### src/common/dsd_pkg.sv
// Package for the data space decoder with program window.
// Assumes one core clock; the core and the Wishbone master sit in that clock domain.
package dsd_pkg;

    ////////////////////////////////////////////////////////////////////////////////
    localparam int unsigned EA_W       = 16;
    localparam int unsigned PROG_W     = 24;
    localparam int unsigned PROG_DW    = 24;
    localparam int unsigned DATA_W     = 16;
    localparam int unsigned PAGE_W     = 8;
    localparam int unsigned WIN_LOW_W  = 15;
    localparam int unsigned WIN_SEL_B  = 15;

    // Register byte offsets on the Wishbone slave.
    localparam logic [3:0] OFS_CORE_CONTROL  = 4'h0;
    localparam logic [3:0] OFS_WINDOW_PAGE   = 4'h4;
    localparam logic [3:0] OFS_WINDOW_STATUS = 4'h8;

    // Field positions and reset values.
    localparam int unsigned CC_WIN_EN_B     = 2;
    localparam int unsigned ST_ACTIVE_B     = 24;
    localparam logic        RST_WIN_EN      = 1'b0;
    localparam logic [7:0]  RST_WINDOW_PAGE = 8'h00;

    // Extra instruction cycles added by a windowed read.
    localparam logic [1:0] EXTRA_NONE = 2'h0;
    localparam logic [1:0] EXTRA_ONE  = 2'h1;
    localparam logic [1:0] EXTRA_TWO  = 2'h2;

    // Implemented data memory map; the X/Y boundary is fixed in hardware.
    localparam logic [15:0] Y_BASE   = 16'h0C00;
    localparam logic [15:0] Y_LAST   = 16'h0FFF;
    localparam logic [15:0] MEM_LAST = 16'h0FFF;

    typedef enum logic [1:0] {
        SRC_ZERO = 2'b00,
        SRC_XMEM = 2'b01,
        SRC_PROG = 2'b10
    } dsd_src_e;

    typedef struct packed {
        logic        valid;
        logic        write;
        logic        dual;
        logic        table_op;
        logic        short_cls;
        logic        in_repeat;
        logic        rpt_first;
        logic        rpt_last;
        logic        rpt_irq_exit;
        logic        rpt_irq_resume;
        logic        bitrev;
        logic [15:0] x_ea;
        logic [15:0] y_ea;
        logic [15:0] wdata;
    } dsd_req_s;

    typedef struct packed {
        logic        wb_cyc;
        logic        wb_stb;
        logic        wb_we;
        logic [3:0]  wb_adr;
        logic [3:0]  wb_sel;
        logic [31:0] wb_dat;
    } dsd_wb_req_s;

endpackage

### src/design/dsd_top.sv
// Data space decoder: routes core effective addresses to X memory, Y memory or the program window.
// Assumes the core, the memories and the Wishbone master all run on i_sys_clk; memory read data
// stands in the same cycle as the registered read strobe, so the memories must answer without a clock.
`timescale 1ns/100ps
`default_nettype none

module dsd_top #(
    parameter logic [15:0] P_Y_BASE   = dsd_pkg::Y_BASE,
    parameter logic [15:0] P_Y_LAST   = dsd_pkg::Y_LAST,
    parameter logic [15:0] P_MEM_LAST = dsd_pkg::MEM_LAST
) (
    input  wire logic               i_sys_clk,
    input  wire logic               i_rst,
    input  wire dsd_pkg::dsd_req_s  i_req,
    input  wire logic [15:0]        i_xmem_rdata,
    input  wire logic [15:0]        i_ymem_rdata,
    input  wire logic [23:0]        i_prog_rdata,
    input  wire dsd_pkg::dsd_wb_req_s i_wb,
    output logic [15:0]             o_xmem_addr,
    output logic                    o_xmem_rd,
    output logic                    o_xmem_we,
    output logic [15:0]             o_xmem_wdata,
    output logic                    o_bitrev_en,
    output logic [15:0]             o_ymem_addr,
    output logic                    o_ymem_rd,
    output logic [23:0]             o_prog_addr,
    output logic                    o_prog_rd,
    output logic [1:0]              o_extra_cycles,
    output logic                    o_rd_valid,
    output logic [15:0]             o_x_rdata,
    output logic [15:0]             o_y_rdata,
    output logic                    o_wb_ack,
    output logic [31:0]             o_wb_dat
);

    ////////////////////////////////////////////////////////////////////////////////
    logic                   win_en_q;
    logic [7:0]             page_q;
    logic [23:0]            last_prog_q;
    logic                   last_active_q;
    dsd_pkg::dsd_src_e      xsrc_q;
    logic                   ysel_q;
    logic                   rd_pend_q;
    logic                   win_hit;
    logic                   x_in_y;
    logic                   y_in_y;
    logic                   x_impl;
    logic                   rd_req;
    logic                   wb_go;
    logic [1:0]             extra_d;
    dsd_pkg::dsd_src_e      xsrc_d;

    // The window is blind during table instructions so table reads see raw program space.
    assign win_hit = i_req.x_ea[dsd_pkg::WIN_SEL_B] & win_en_q & ~i_req.table_op;
    assign x_in_y  = (i_req.x_ea >= P_Y_BASE) && (i_req.x_ea <= P_Y_LAST);
    assign y_in_y  = (i_req.y_ea >= P_Y_BASE) && (i_req.y_ea <= P_Y_LAST);
    assign x_impl  = (i_req.x_ea <= P_MEM_LAST);
    assign rd_req  = i_req.valid & ~i_req.write;
    assign wb_go   = i_wb.wb_cyc & i_wb.wb_stb & ~o_wb_ack;

    ////////////////////////////////////////////////////////////////////////////////
    // X read source selection.
    always_comb begin
        if (win_hit) begin
            xsrc_d = dsd_pkg::SRC_PROG;
        end else if (i_req.dual && x_in_y) begin
            xsrc_d = dsd_pkg::SRC_ZERO;
        end else if (x_impl) begin
            xsrc_d = dsd_pkg::SRC_XMEM;
        end else begin
            xsrc_d = dsd_pkg::SRC_ZERO;
        end
    end

    // Extra cycles for a windowed read.
    always_comb begin
        extra_d = dsd_pkg::EXTRA_NONE;
        if (rd_req && win_hit) begin
            if (!i_req.in_repeat) begin
                extra_d = i_req.short_cls ? dsd_pkg::EXTRA_ONE : dsd_pkg::EXTRA_TWO;
            end else if (i_req.rpt_first | i_req.rpt_last | i_req.rpt_irq_exit | i_req.rpt_irq_resume) begin
                extra_d = dsd_pkg::EXTRA_TWO;
            end else begin
                extra_d = dsd_pkg::EXTRA_NONE;
            end
        end
    end

    ////////////////////////////////////////////////////////////////////////////////
    // Address stage: strobes and addresses for one cycle per request.
    always_ff @(posedge i_sys_clk) begin
        if (i_rst) begin
            o_xmem_addr    <= 16'h0000;
            o_xmem_rd      <= 1'b0;
            o_ymem_addr    <= 16'h0000;
            o_ymem_rd      <= 1'b0;
            o_prog_addr    <= 24'h000000;
            o_prog_rd      <= 1'b0;
            o_extra_cycles <= 2'h0;
            xsrc_q         <= dsd_pkg::SRC_ZERO;
            ysel_q         <= 1'b0;
            rd_pend_q      <= 1'b0;
        end else begin
            o_xmem_addr    <= i_req.x_ea;
            o_xmem_rd      <= rd_req && (xsrc_d == dsd_pkg::SRC_XMEM);
            o_ymem_addr    <= i_req.y_ea;
            o_ymem_rd      <= rd_req && i_req.dual && y_in_y;
            o_prog_addr    <= {1'b0, page_q, i_req.x_ea[dsd_pkg::WIN_LOW_W-1:0]};
            o_prog_rd      <= rd_req && win_hit;
            o_extra_cycles <= extra_d;
            xsrc_q         <= xsrc_d;
            ysel_q         <= i_req.dual && y_in_y;
            rd_pend_q      <= rd_req;
        end
    end

    // Write path: only the X write bus exists, so accumulator write-back lands here too.
    always_ff @(posedge i_sys_clk) begin
        if (i_rst) begin
            o_xmem_we    <= 1'b0;
            o_xmem_wdata <= 16'h0000;
            o_bitrev_en  <= 1'b0;
        end else begin
            o_xmem_we    <= i_req.valid & i_req.write & x_impl;
            o_xmem_wdata <= i_req.wdata;
            o_bitrev_en  <= i_req.valid & i_req.write & x_impl & i_req.bitrev;
        end
    end

    ////////////////////////////////////////////////////////////////////////////////
    // Data stage: memory answers are steered and invalid reads forced to zero.
    always_ff @(posedge i_sys_clk) begin
        if (i_rst) begin
            o_rd_valid <= 1'b0;
            o_x_rdata  <= 16'h0000;
            o_y_rdata  <= 16'h0000;
        end else begin
            o_rd_valid <= rd_pend_q;
            unique case (xsrc_q)
                dsd_pkg::SRC_XMEM: o_x_rdata <= i_xmem_rdata;
                dsd_pkg::SRC_PROG: o_x_rdata <= i_prog_rdata[dsd_pkg::DATA_W-1:0];
                default:           o_x_rdata <= 16'h0000;
            endcase
            o_y_rdata <= ysel_q ? i_ymem_rdata : 16'h0000;
        end
    end

    // Last windowed program address, kept for software visibility.
    always_ff @(posedge i_sys_clk) begin
        if (i_rst) begin
            last_prog_q   <= 24'h000000;
            last_active_q <= 1'b0;
        end else if (o_prog_rd) begin
            last_prog_q   <= o_prog_addr;
            last_active_q <= 1'b1;
        end
    end

    ////////////////////////////////////////////////////////////////////////////////
    // Wishbone slave: one-cycle ack, released the cycle after; unmapped reads give zero.
    always_ff @(posedge i_sys_clk) begin
        if (i_rst) begin
            o_wb_ack <= 1'b0;
            o_wb_dat <= 32'h00000000;
        end else begin
            o_wb_ack <= wb_go;
            o_wb_dat <= 32'h00000000;
            if (wb_go && !i_wb.wb_we) begin
                unique case (i_wb.wb_adr)
                    dsd_pkg::OFS_CORE_CONTROL:  o_wb_dat[dsd_pkg::CC_WIN_EN_B] <= win_en_q;
                    dsd_pkg::OFS_WINDOW_PAGE:   o_wb_dat[7:0] <= page_q;
                    dsd_pkg::OFS_WINDOW_STATUS: o_wb_dat <= {7'h00, last_active_q, last_prog_q};
                    default:                    o_wb_dat <= 32'h00000000;
                endcase
            end
        end
    end

    always_ff @(posedge i_sys_clk) begin
        if (i_rst) begin
            win_en_q <= dsd_pkg::RST_WIN_EN;
            page_q   <= dsd_pkg::RST_WINDOW_PAGE;
        end else if (wb_go && i_wb.wb_we && i_wb.wb_sel[0]) begin
            if (i_wb.wb_adr == dsd_pkg::OFS_CORE_CONTROL) begin
                win_en_q <= i_wb.wb_dat[dsd_pkg::CC_WIN_EN_B];
            end
            if (i_wb.wb_adr == dsd_pkg::OFS_WINDOW_PAGE) begin
                page_q <= i_wb.wb_dat[7:0];
            end
        end
    end
endmodule // dsd_top

`default_nettype wire

### config.mk
export PLATFORM = sky130hd
export DESIGN_NAME = dsd_top
export DESIGN_NICKNAME = d
export VERILOG_FILES = /design/src/common/dsd_pkg.sv /design/src/design/dsd_top.sv
export SDC_FILE = /design/constraint.sdc
export NUM_CORES = 1
export LEC_CHECK = 0
export ABC_AREA = 0
export BUFFER_PORTS_ARGS = -buffer_cell sky130_fd_sc_hd__clkbuf_2
export CORE_MARGIN = 8
export CORE_UTILIZATION = 41
export CTS_CLUSTER_SIZE = 40
export DETAILED_ROUTE_END_ITERATION = 10
export GPL_TIMING_DRIVEN = 0
export PLACE_DENSITY = 0.79
export SYNTH_ARGS = -nofsm -noshare
export SYNTH_HDL_FRONTEND = slang
export SYNTH_SLANG_ARGS = --single-unit
### constraint.sdc
create_clock -name i_sys_clk -period 2 [get_ports i_sys_clk]
set_input_delay 0.4 -clock i_sys_clk [delete_from_list [all_inputs] [get_ports i_sys_clk]]
set_output_delay 0.4 -clock i_sys_clk [all_outputs]
set_load 0.1 [all_outputs]
==> results of run 1 <==
## registers in the layout (all words and copies together), names as in the netlist
| register | count |
|---|---|
| o_xmem_addr | 16 |
| o_rd_valid | 1 |
| o_prog_rd | 1 |
| page_q | 8 |
| o_bitrev_en | 1 |
| xsrc_q | 2 |
| o_extra_cycles | 2 |
| o_xmem_rd | 1 |
| o_y_rdata | 16 |
| o_ymem_addr | 16 |
| o_prog_addr | 8 |
| o_wb_dat | 24 |
| o_xmem_we | 1 |
| o_wb_ack | 1 |
| win_en_q | 1 |
| o_ymem_rd | 1 |
| rd_pend_q | 1 |
| last_prog_q | 23 |
| o_xmem_wdata | 16 |
| last_active_q | 1 |
| o_x_rdata | 16 |
| ysel_q | 1 |
## synth_stat cells, types with 3 or more instances
| cell type | number | area [um^2] |
|---|---|---|
| mux2i_1 | 25 | 250 |
| nor2_1 | 54 | 203 |
| clkbuf_1 | 17 | 63.8 |
| nand2b_1 | 4 | 25.0 |
| inv_1 | 4 | 15.0 |
| dfxtp_1 | 158 | 3160 |
| a22oi_1 | 24 | 180 |
| mux2_1 | 8 | 90.1 |
| nor2b_1 | 67 | 419 |
| nor4b_4 | 3 | 71.3 |
| buf_4 | 26 | 195 |
| and2_1 | 34 | 213 |
## layer usage
layer,global-route usage (%),wire [um]
met3,5.62,962
met1,17.5,5330
met4,9.03,374
met5,0,0
met2,31.6,7430
## cells by family (layout without fill, tap and decap cells)
group,after synthesis,in the layout,synth area share (%)
adder cells (fa/ha/maj),2,2,0.494
buffers and inverters,53,343,6.05
flip-flops,158,158,62.4
AND/OR/NAND/NOR,178,178,20.5
AO/OA/AOI/OAI,25,25,3.70
multiplexers,33,33,6.72
other,1,9,0.0740
## final cells by class
| class | instances | area [um^2] |
|---|---|---|
| sequential | 158 | 3160 |
| multi-input combinational | 247 | 1630 |
| clock buffer | 19 | 443 |
| clock inverter | 12 | 116 |
| tap | 168 | 210 |
| buffer | 48 | 288 |
| timing repair buffer | 259 | 1300 |
| inverter | 5 | 18.8 |
| fill | 994 | 4900 |
## worst max-delay path: cells and delay by family (launching register included)
family | cells | cell delay (ns)
flops | 1 | 0.40
buf+inv | 2 | 0.57
## power by group through the flow
stage	registers (mW)	clock network (mW)	logic, mW
floorplan	3.68	0	0.318
global placement	3.30	0	0.931
detailed placement	3.30	0	0.938
CTS	3.23	3.04	0.940
global route	3.23	3.19	0.973
finish	3.23	2.98	0.934
## cells in the final DEF, fill, tap and decap left out, types with 2 or more instances in the layout
cell / count
buf_1: 2
ha_1: 2
nand2_1: 2
mux2i_1: 25
mux2_1: 8
and2_1: 34
nor3_1: 2
clkinv_4: 4
a22oi_1: 24
dfxtp_1: 158
nor4b_4: 3
nor2_1: 54
conb_1: 9
nor4_1: 2
clkbuf_2: 259
buf_4: 26
nor2b_1: 67
buf_2: 2
nand2b_1: 4
clkinvlp_4: 5
clkbuf_1: 18
inv_1: 4
clkbuf_16: 17
## worst min path at each step
stage	startpoint	cells past startpoint	end	slack (ns)
after floorplan	rd_pend_q	1	o_rd_valid	0.41
after global placement	rd_pend_q	1	o_rd_valid	0.43
after global routing	i_ymem_rdata[8]	2	o_y_rdata[8]	0.17
after detailed placement	rd_pend_q	1	o_rd_valid	0.42
final	i_req[55]	2	xsrc_q[1]	0.17
after CTS	i_req[55]	2	xsrc_q[1]	0.15
==> results_dict.tcl, run 1 <==
set metrics [dict create \
    p_per_area_nw_per_um2 997 \
    setup_viol_count_final 0 \
    hp-class "primary input to flop" \
    irDropWorstVdd_mv 0.647 \
    finalCritPeriodShare_pct 89.3 \
    fp.dieH_um 127 \
    nNetsFinal 898 \
    ant_nets 0 \
    hold_buffers 0 \
    cp.arrival_ns 1.39 \
    wire_per_inst_um 15.4 \
    switching_share_pct 27.9 \
    num_rows 40 \
    seq_power_share_pct 45.2 \
    max_freq_mhz 560 \
    crit_start "o_xmem_addr[12]" \
    viasPerCell 4.44 \
    clkSlewWorstSetupHoldPaths_ns 0.06 \
    place_worst_setup_slack_ns -0.00921 \
    maxSlewHeadroom_pct 60.9 \
    cp-end-kind "output pin" \
    outcome "completed" \
    post-route-util_pct 59.4 \
    ys_warn_count 0 \
    rsz0062_at_grt "false" \
    start_util_pct 42.0 \
    cpMaxStageDelayCell "clkbuf_2" \
    htree_levels 4 \
    timing.setup.tns_ns 0 \
    drcViolationCount 0 \
    cts_made_buffers 17 \
    routed_wl_mm 14.1 \
    cap_violations 0 \
    place_hpwl_mm 11.5 \
    area_growth_pct 41.4 \
    grt_pass1_vias 4481 \
    cts_root_buffer "clkbuf_16" \
    avgSynthCellArea_um2 11.3 \
    port-buffer-count 259 \
    synth_edf_count 0 \
    grt_pass1_wl_mm 22.1 \
    r2r-end "o_x_rdata[13]" \
    cellLeakagePower_nw 3.37 \
    crit_fanout 3 \
    vias 4066 \
    ys_ff_latch 158 \
    max_stage_delay_ns 0.44 \
    finClkSkew_ns 0.00540 \
    p_total_mw 7.14 \
    crit_chain "buf_4 -> clkbuf_2" \
    p_clk_share_pct 41.7 \
    power_frac_comb_pct 13.1 \
    ys_seq_area_share_pct 62.4 \
    coreArea_um2 12100 \
    dr.pass1.iters 4 \
    synth-async-reset-ratio_pct 0 \
    grt_max_degree 17 \
    yosys_most_used_dff "dfxtp_1" \
    grt_antenna_before_repair 0 \
    worstRegToRegCells 6 \
    dieArea_um2 16200 \
    synth_area_um2 5070 \
    post_dp_cell_area_um2 6600 \
    post-place-cells 885 \
    yosysUniqueCellTypes 32 \
    r2r_slack_ns 0.42 \
    grt_overflow 0 \
    layout_min_cycle_time_ns 1.79 \
    io-pin-count 305 \
    internal-power_mw 5.15 \
    drive_gt1_share_pct 43.2 \
    cp-start-kind "flop" \
    final_cells 916 \
    drv_slew 0 \
    post_cts_buffers 0 \
    hold_viol 0 \
    worst-setup-path-type "flop to output pin" \
    antennaDiodeCount 0 \
    fin_hold_ws_ns 0.174 \
    clkSinkCount 158 \
    tightest_slew_ns 0.587 \
    synth_cells 450 \
    drt_iter0_drc 155 \
    postLayoutCellArea_um2 7160 \
    layout_setup_ws_ns 0.215 \
    cts_tree "built" \
    grt_use_total_pct 17.4 \
    p_switching_mw 1.99 \
    clockBufferDepth 2 \
    die_w_um 127 \
    cts_resized 0 \
    reg2reg_from "xsrc_q[0]" \
    clock_latency_ns 0.41 \
    crit_required_ns 1.60 \
    cp-endpoint "o_xmem_addr[12]" \
    place.gp.congestion 0.902 \
]
Power figures use the tool's default switching activity.
==> run 2, diff against run 1 <==
--- a/config.mk
+++ b/config.mk
@@ -5,7 +5,7 @@
 export SDC_FILE = /design/constraint.sdc
 export NUM_CORES = 1
 export LEC_CHECK = 0
-export ABC_AREA = 0
+export ABC_AREA = 1
 export BUFFER_PORTS_ARGS = -buffer_cell sky130_fd_sc_hd__clkbuf_2
 export CORE_MARGIN = 8
 export CORE_UTILIZATION = 41
==> results_dict.tcl, run 2 <==
set metrics [dict create \
    outcome "completed" \
    layout_commonest_cell "clkbuf_2" \
    port-buffer-count 260 \
    fin_hold_ws_ns 0.169 \
    yosysTopAreaCell "dfxtp_1" \
    avgSynthCellArea_um2 8.38 \
    ys_seq_area_share_pct 60.6 \
    drv_slew 0 \
    clkSlewWorstSetupHoldPaths_ns 0.06 \
    seq_power_share_pct 43.8 \
    worst-path-stages 1 \
    post-route-util_pct 58.8 \
    place.gp.congestion 0.901 \
    finalCritPeriodShare_pct 93.8 \
    synth_area_um2 5220 \
    cp.buffers_inverters 1 \
    cts_tree "built" \
    clockBufferDepth 2 \
    reg2reg_from "xsrc_q[0]" \
    synth.most_common_cell "dfxtp_1" \
    setup_viol_count_final 0 \
    worst-setup-path-type "flop to output pin" \
    crit_fanout 10 \
    cts_made_buffers 17 \
    p_per_area_nw_per_um2 1000 \
    drcViolationCount 0 \
    synth_area_leaders "dfxtp_1 (61%), nor2_1 (9.3%), inv_1 (7.9%)" \
    largest_register "o_wb_dat" \
    cts_root_buffer "clkbuf_16" \
    synth-async-reset-ratio_pct 0 \
    htree_levels 4 \
    worstRegToRegCells 6 \
    cap_violations 0 \
    max_freq_mhz 533 \
    cp-end-kind "output pin" \
    dieArea_um2 16600 \
    hp-class "primary input to flop" \
    cp.arrival_ns 1.48 \
    finClkSkew_ns 0.0108 \
    area_growth_pct 41.0 \
    r2r-end "o_x_rdata[7]" \
    switching_share_pct 27.3 \
    ant_nets 0 \
    netlist.area_leader.share_pct 60.6 \
    routed_wl_mm 15.5 \
    power_frac_comb_pct 13.2 \
    maxSlewHeadroom_pct 58.4 \
    crit_family "flip-flops" \
    crit_required_ns 1.60 \
    grt_overflow 0 \
    p_total_mw 7.37 \
    p_switching_mw 2.01 \
    crit_start "o_prog_rd" \
    grt_antenna_before_repair 0 \
    num_rows 41 \
    cts_resized 0 \
    largest_register_ffs 24 \
    crit_chain "clkbuf_2" \
    viasPerCell 4.20 \
    post_dp_cell_area_um2 6770 \
    dr.pass1.iters 5 \
    clock_latency_ns 0.42 \
    p_clk_share_pct 43.0 \
    antennaDiodeCount 0 \
    layout_min_cycle_time_ns 1.88 \
    hold_viol 0 \
    yosysUniqueCellTypes 23 \
    postLayoutCellArea_um2 7360 \
    vias 4595 \
    synth_commonest_cells "dfxtp_1 (158), nor2_1 (130), inv_1 (110)" \
    drt_iter0_drc 223 \
    io-pin-count 305 \
    drive_gt1_share_pct 37.3 \
    r2r_slack_ns 0.32 \
    grt_pass1_vias 4484 \
    start_util_pct 41.7 \
    ys_ff_latch 158 \
    final_cells 1094 \
    nNetsFinal 1072 \
    grt_use_total_pct 18.3 \
    place_hpwl_mm 12.5 \
    cpMaxStageDelayCell "dfxtp_1" \
    timing.setup.tns_ns 0 \
    reg_top3 "o_wb_dat (24), last_prog_q (23)" \
    tightest_slew_ns 0.624 \
    post-place-cells 1063 \
    clkSinkCount 158 \
    final_cell_mix "clkbuf_2 (260), dfxtp_1 (158), nor2_1 (130)" \
    synth_edf_count 0 \
    cp-start-kind "flop" \
    rsz0062_at_grt "false" \
    die_w_um 129 \
    hold_buffers 0 \
    fp.dieH_um 129 \
    grt_max_degree 17 \
    grt_pass1_wl_mm 22.7 \
    max_stage_delay_ns 0.53 \
    fillerInstances 1170 \
    post_cts_buffers 0 \
    layout_setup_ws_ns 0.123 \
    irDropWorstVdd_mv 0.728 \
    cellLeakagePower_nw 3.82 \
    cp-endpoint "o_prog_rd" \
    wire_per_inst_um 14.2 \
    yosys_most_used_dff "dfxtp_1" \
    synth_cells 623 \
    ys_warn_count 0 \
    place_worst_setup_slack_ns 0.344 \
    internal-power_mw 5.36 \
    coreArea_um2 12500 \
]
run 2: changes by cell type after synthesis, moves of 8 or more:
cell	delta
a21oi_1	+38
a22oi_1	-24
and2_1	-34
inv_1	+106
mux2_1	-8
mux2i_1	-25
nand2_1	+65
nand3_1	+19
nor2_1	+76
nor2_2	+13
nor2b_1	-67
o21ai_0	+23
run 2: cell families after synthesis:
logic type	Yosys count	share of synthesized area [%]
compound gates	61	5.85
fa+ha+maj	2	0.479
buf+inv	160	13.7
flops	158	60.6
other cells	1	0.0718
simple gates	241	19.3
run 2: area by class of cell:
type | count | area (um^2) | share of cell area [%]
plain buffers | 47 | 293 | 3.98
clock buffers | 21 | 480 | 6.53
clock inverters | 10 | 113 | 1.53
inverters | 113 | 424 | 5.76
multi-input cells | 313 | 1370 | 18.6
flip-flops and latches | 158 | 3160 | 43.0
well taps | 172 | 215 | 2.92
repair buffers | 260 | 1300 | 17.7
run 2: worst register-to-register path, delay by kind of cell (launching register included):
| kind | cells | cell delay (ns) |
|---|---|---|
| buffers and inverters | 3 | 0.46 |
| DFF | 1 | 0.34 |
| AOI/OAI and AO/OA | 1 | 0.22 |
| adders and majority gates | 1 | 0.28 |
| and+or+nand+nor | 1 | 0.29 |
run 2: power groups by stage:
stage / clock [mW] / sequential (mW) / combinational, mW
floorplan: 0 / 3.69 / 0.344
global placement: 0 / 3.30 / 0.965
detailed placement: 0 / 3.30 / 0.972
CTS: 3.23 / 3.23 / 0.975
global route: 3.37 / 3.23 / 1.02
finish: 3.17 / 3.23 / 0.970
run 2: per-layer routing:
metal  GRT usage (%)  share of wire [%]  routed length, um
met1            19.5                 39               5990
met2            31.4                 52               8030
met3            7.53                8.2               1270
met4            7.39                1.3                207
met5               0                  0                  0
run 2: how the worst min path moves through the flow:
stage                          from               to  slack, ns  depth (start not counted)
after CTS                 i_req[21]   o_ymem_addr[5]       0.15                          3
after global routing      i_req[23]   o_ymem_addr[7]       0.15                          3
after detailed placement  rd_pend_q       o_rd_valid       0.40                          2
final                      i_req[0]  o_xmem_wdata[0]       0.17                          3
after floorplan           rd_pend_q       o_rd_valid       0.39                          2
after global placement    rd_pend_q       o_rd_valid       0.39                          2
==> run 3, diff against run 2 <==
--- a/config.mk
+++ b/config.mk
@@ -6,13 +6,15 @@
 export NUM_CORES = 1
 export LEC_CHECK = 0
 export ABC_AREA = 1
-export BUFFER_PORTS_ARGS = -buffer_cell sky130_fd_sc_hd__clkbuf_2
+export CELL_PAD_IN_SITES_DETAIL_PLACEMENT = 0
+export CELL_PAD_IN_SITES_GLOBAL_PLACEMENT = 1
 export CORE_MARGIN = 8
 export CORE_UTILIZATION = 41
 export CTS_CLUSTER_SIZE = 40
 export DETAILED_ROUTE_END_ITERATION = 10
+export DONT_BUFFER_PORTS = 1
 export GPL_TIMING_DRIVEN = 0
-export PLACE_DENSITY = 0.79
+export PLACE_DENSITY = 0.78
 export SYNTH_ARGS = -nofsm -noshare
 export SYNTH_HDL_FRONTEND = slang
 export SYNTH_SLANG_ARGS = --single-unit
==> results_dict.tcl, run 3 (synthesis gave the netlist of run 2 again) <==
set metrics [dict create \
    drv_slew 0 \
    place.gp.congestion 0.794 \
    start_util_pct 41.7 \
    layout_min_cycle_time_ns 1.94 \
    fin_hold_ws_ns 0.0610 \
    cp.arrival_ns 1.54 \
    clkSinkCount 158 \
    r2r-end "last_prog_q[14]" \
    drive_gt1_share_pct 15.0 \
    clockBufferDepth 2 \
    drcViolationCount 0 \
    num_rows 41 \
    vias 3684 \
    outcome "completed" \
    cpMaxStageDelayCell "dfxtp_2" \
    dr.pass1.iters 4 \
    cellLeakagePower_nw 2.72 \
    cts_made_buffers 17 \
    holdPathEnd "xsrc_q[1]" \
    htree_levels 4 \
    worstRegToRegCells 4 \
    max_stage_delay_ns 0.71 \
    final_cell_mix "dfxtp_1 (141), nor2_1 (130), inv_1 (110)" \
    rsz0062_at_grt "false" \
    grt_use_total_pct 15.6 \
    worst-setup-path-type "flop to output pin" \
    cp-start-kind "flop" \
    die_w_um 129 \
    p_per_area_nw_per_um2 1220 \
    crit_family "flip-flops" \
    routed_wl_mm 13.4 \
    grt_pass1_vias 3735 \
    finalCritPeriodShare_pct 97.2 \
    area_growth_pct 17.4 \
    cp.buffers_inverters 1 \
    viasPerCell 4.42 \
    fillerInstances 1279 \
    nNetsFinal 812 \
    layout_commonest_cell "dfxtp_1" \
    crit_start "o_xmem_addr[7]" \
    reg2reg_from "o_prog_rd" \
    cts_root_buffer "clkbuf_16" \
    fp.dieH_um 129 \
    place_hpwl_mm 10.7 \
    ant_nets 0 \
    layout_setup_ws_ns 0.0563 \
    max_freq_mhz 514 \
    wire_per_inst_um 16.1 \
    coreArea_um2 12500 \
    grt_max_degree 17 \
    holdCritStartpoint "i_req[55]" \
    hp-class "primary input to flop" \
    crit_chain "buf_4" \
    grt_pass1_wl_mm 19.4 \
    antennaDiodeCount 0 \
    irDropWorstVdd_mv 0.606 \
    setup_viol_count_final 0 \
    reg_top3 "o_wb_dat (24), last_prog_q (23)" \
    r2r_slack_ns 0.34 \
    finClkSkew_ns 0.00445 \
    port-buffer-count 0 \
    cap_violations 0 \
    dieArea_um2 16600 \
    holdPathStages 1 \
    maxSlewHeadroom_pct 30.2 \
    io-pin-count 305 \
    grt_overflow 0 \
    largest_register_ffs 24 \
    place_worst_setup_slack_ns -0.153 \
    drt_iter0_drc 142 \
    grt_antenna_before_repair 0 \
    cp-end-kind "output pin" \
    crit_fanout 3 \
    cts_tree "built" \
    crit_required_ns 1.60 \
    largest_register "o_wb_dat" \
    hold_viol 0 \
    clkSlewWorstSetupHoldPaths_ns 0.06 \
    tightest_slew_ns 1.05 \
    clock_latency_ns 0.41 \
]
[run 3: cell types whose count changed in the layout (fill, tap and decap cells not counted), moves of 3 or more]
cell,change
dfxtp_2,+17
dfxtp_1,-17
clkinvlp_4,-3
clkbuf_2,-260
bufinv_16,+3
[run 3: through the flow]
stage,cell area [um^2],power (mW),utilization (%),setup TNS [ns],instances
2_1_floorplan,5250,4.03,-,0,631
6_report,6130,7.48,49.0,0,833
5_1_grt,6130,7.74,49.0,0,833
3_3_place_gp,5470,4.08,43.7,-1.40,803
3_5_place_dp,5470,4.09,43.7,-2.46,803
4_1_cts,6130,7.57,49.0,0,833
[run 3: cell type report]
cell class	instances	area, um^2	area share (%)
clock inverter	10	188	3.06
clock buffer	20	457	7.45
tap	172	215	3.51
inverter	113	424	6.92
buffer	47	293	4.77
multi-input combinational	313	1370	22.4
sequential	158	3180	51.9
[run 3: where the power goes]
group / switching, mW / internal, mW
clock network: 1.20 / 2.27
registers: 0.430 / 3.21
logic: 0.299 / 0.0793
[run 3: worst max path at each step]
stage / end / slack, ns / cells after the start
after floorplan: o_xmem_addr[0] / 0.23 / 1
after global placement: last_prog_q[15] / -0.09 / 4
after detailed placement: last_prog_q[13] / -0.15 / 4
after CTS: o_xmem_addr[7] / 0.03 / 1
after global routing: o_xmem_addr[7] / 0.01 / 1
final: o_xmem_addr[7] / 0.06 / 1
[run 3: what timing repair did]
action / 4_1_cts / 5_1_grt
hold endpoints to repair: 0 / 0
endpoints found under the setup margin: 40 / 6
hold buffers: 0 / 0
resized for setup: 16 / 1
setup buffers: 0 / 0
[run 3: routing by layer]
metal | wire [um] | track usage, %
met4 | 251 | 7.60
met2 | 6590 | 26.2
met3 | 1460 | 7.57
met1 | 5090 | 16.0
met5 | 0 | 0
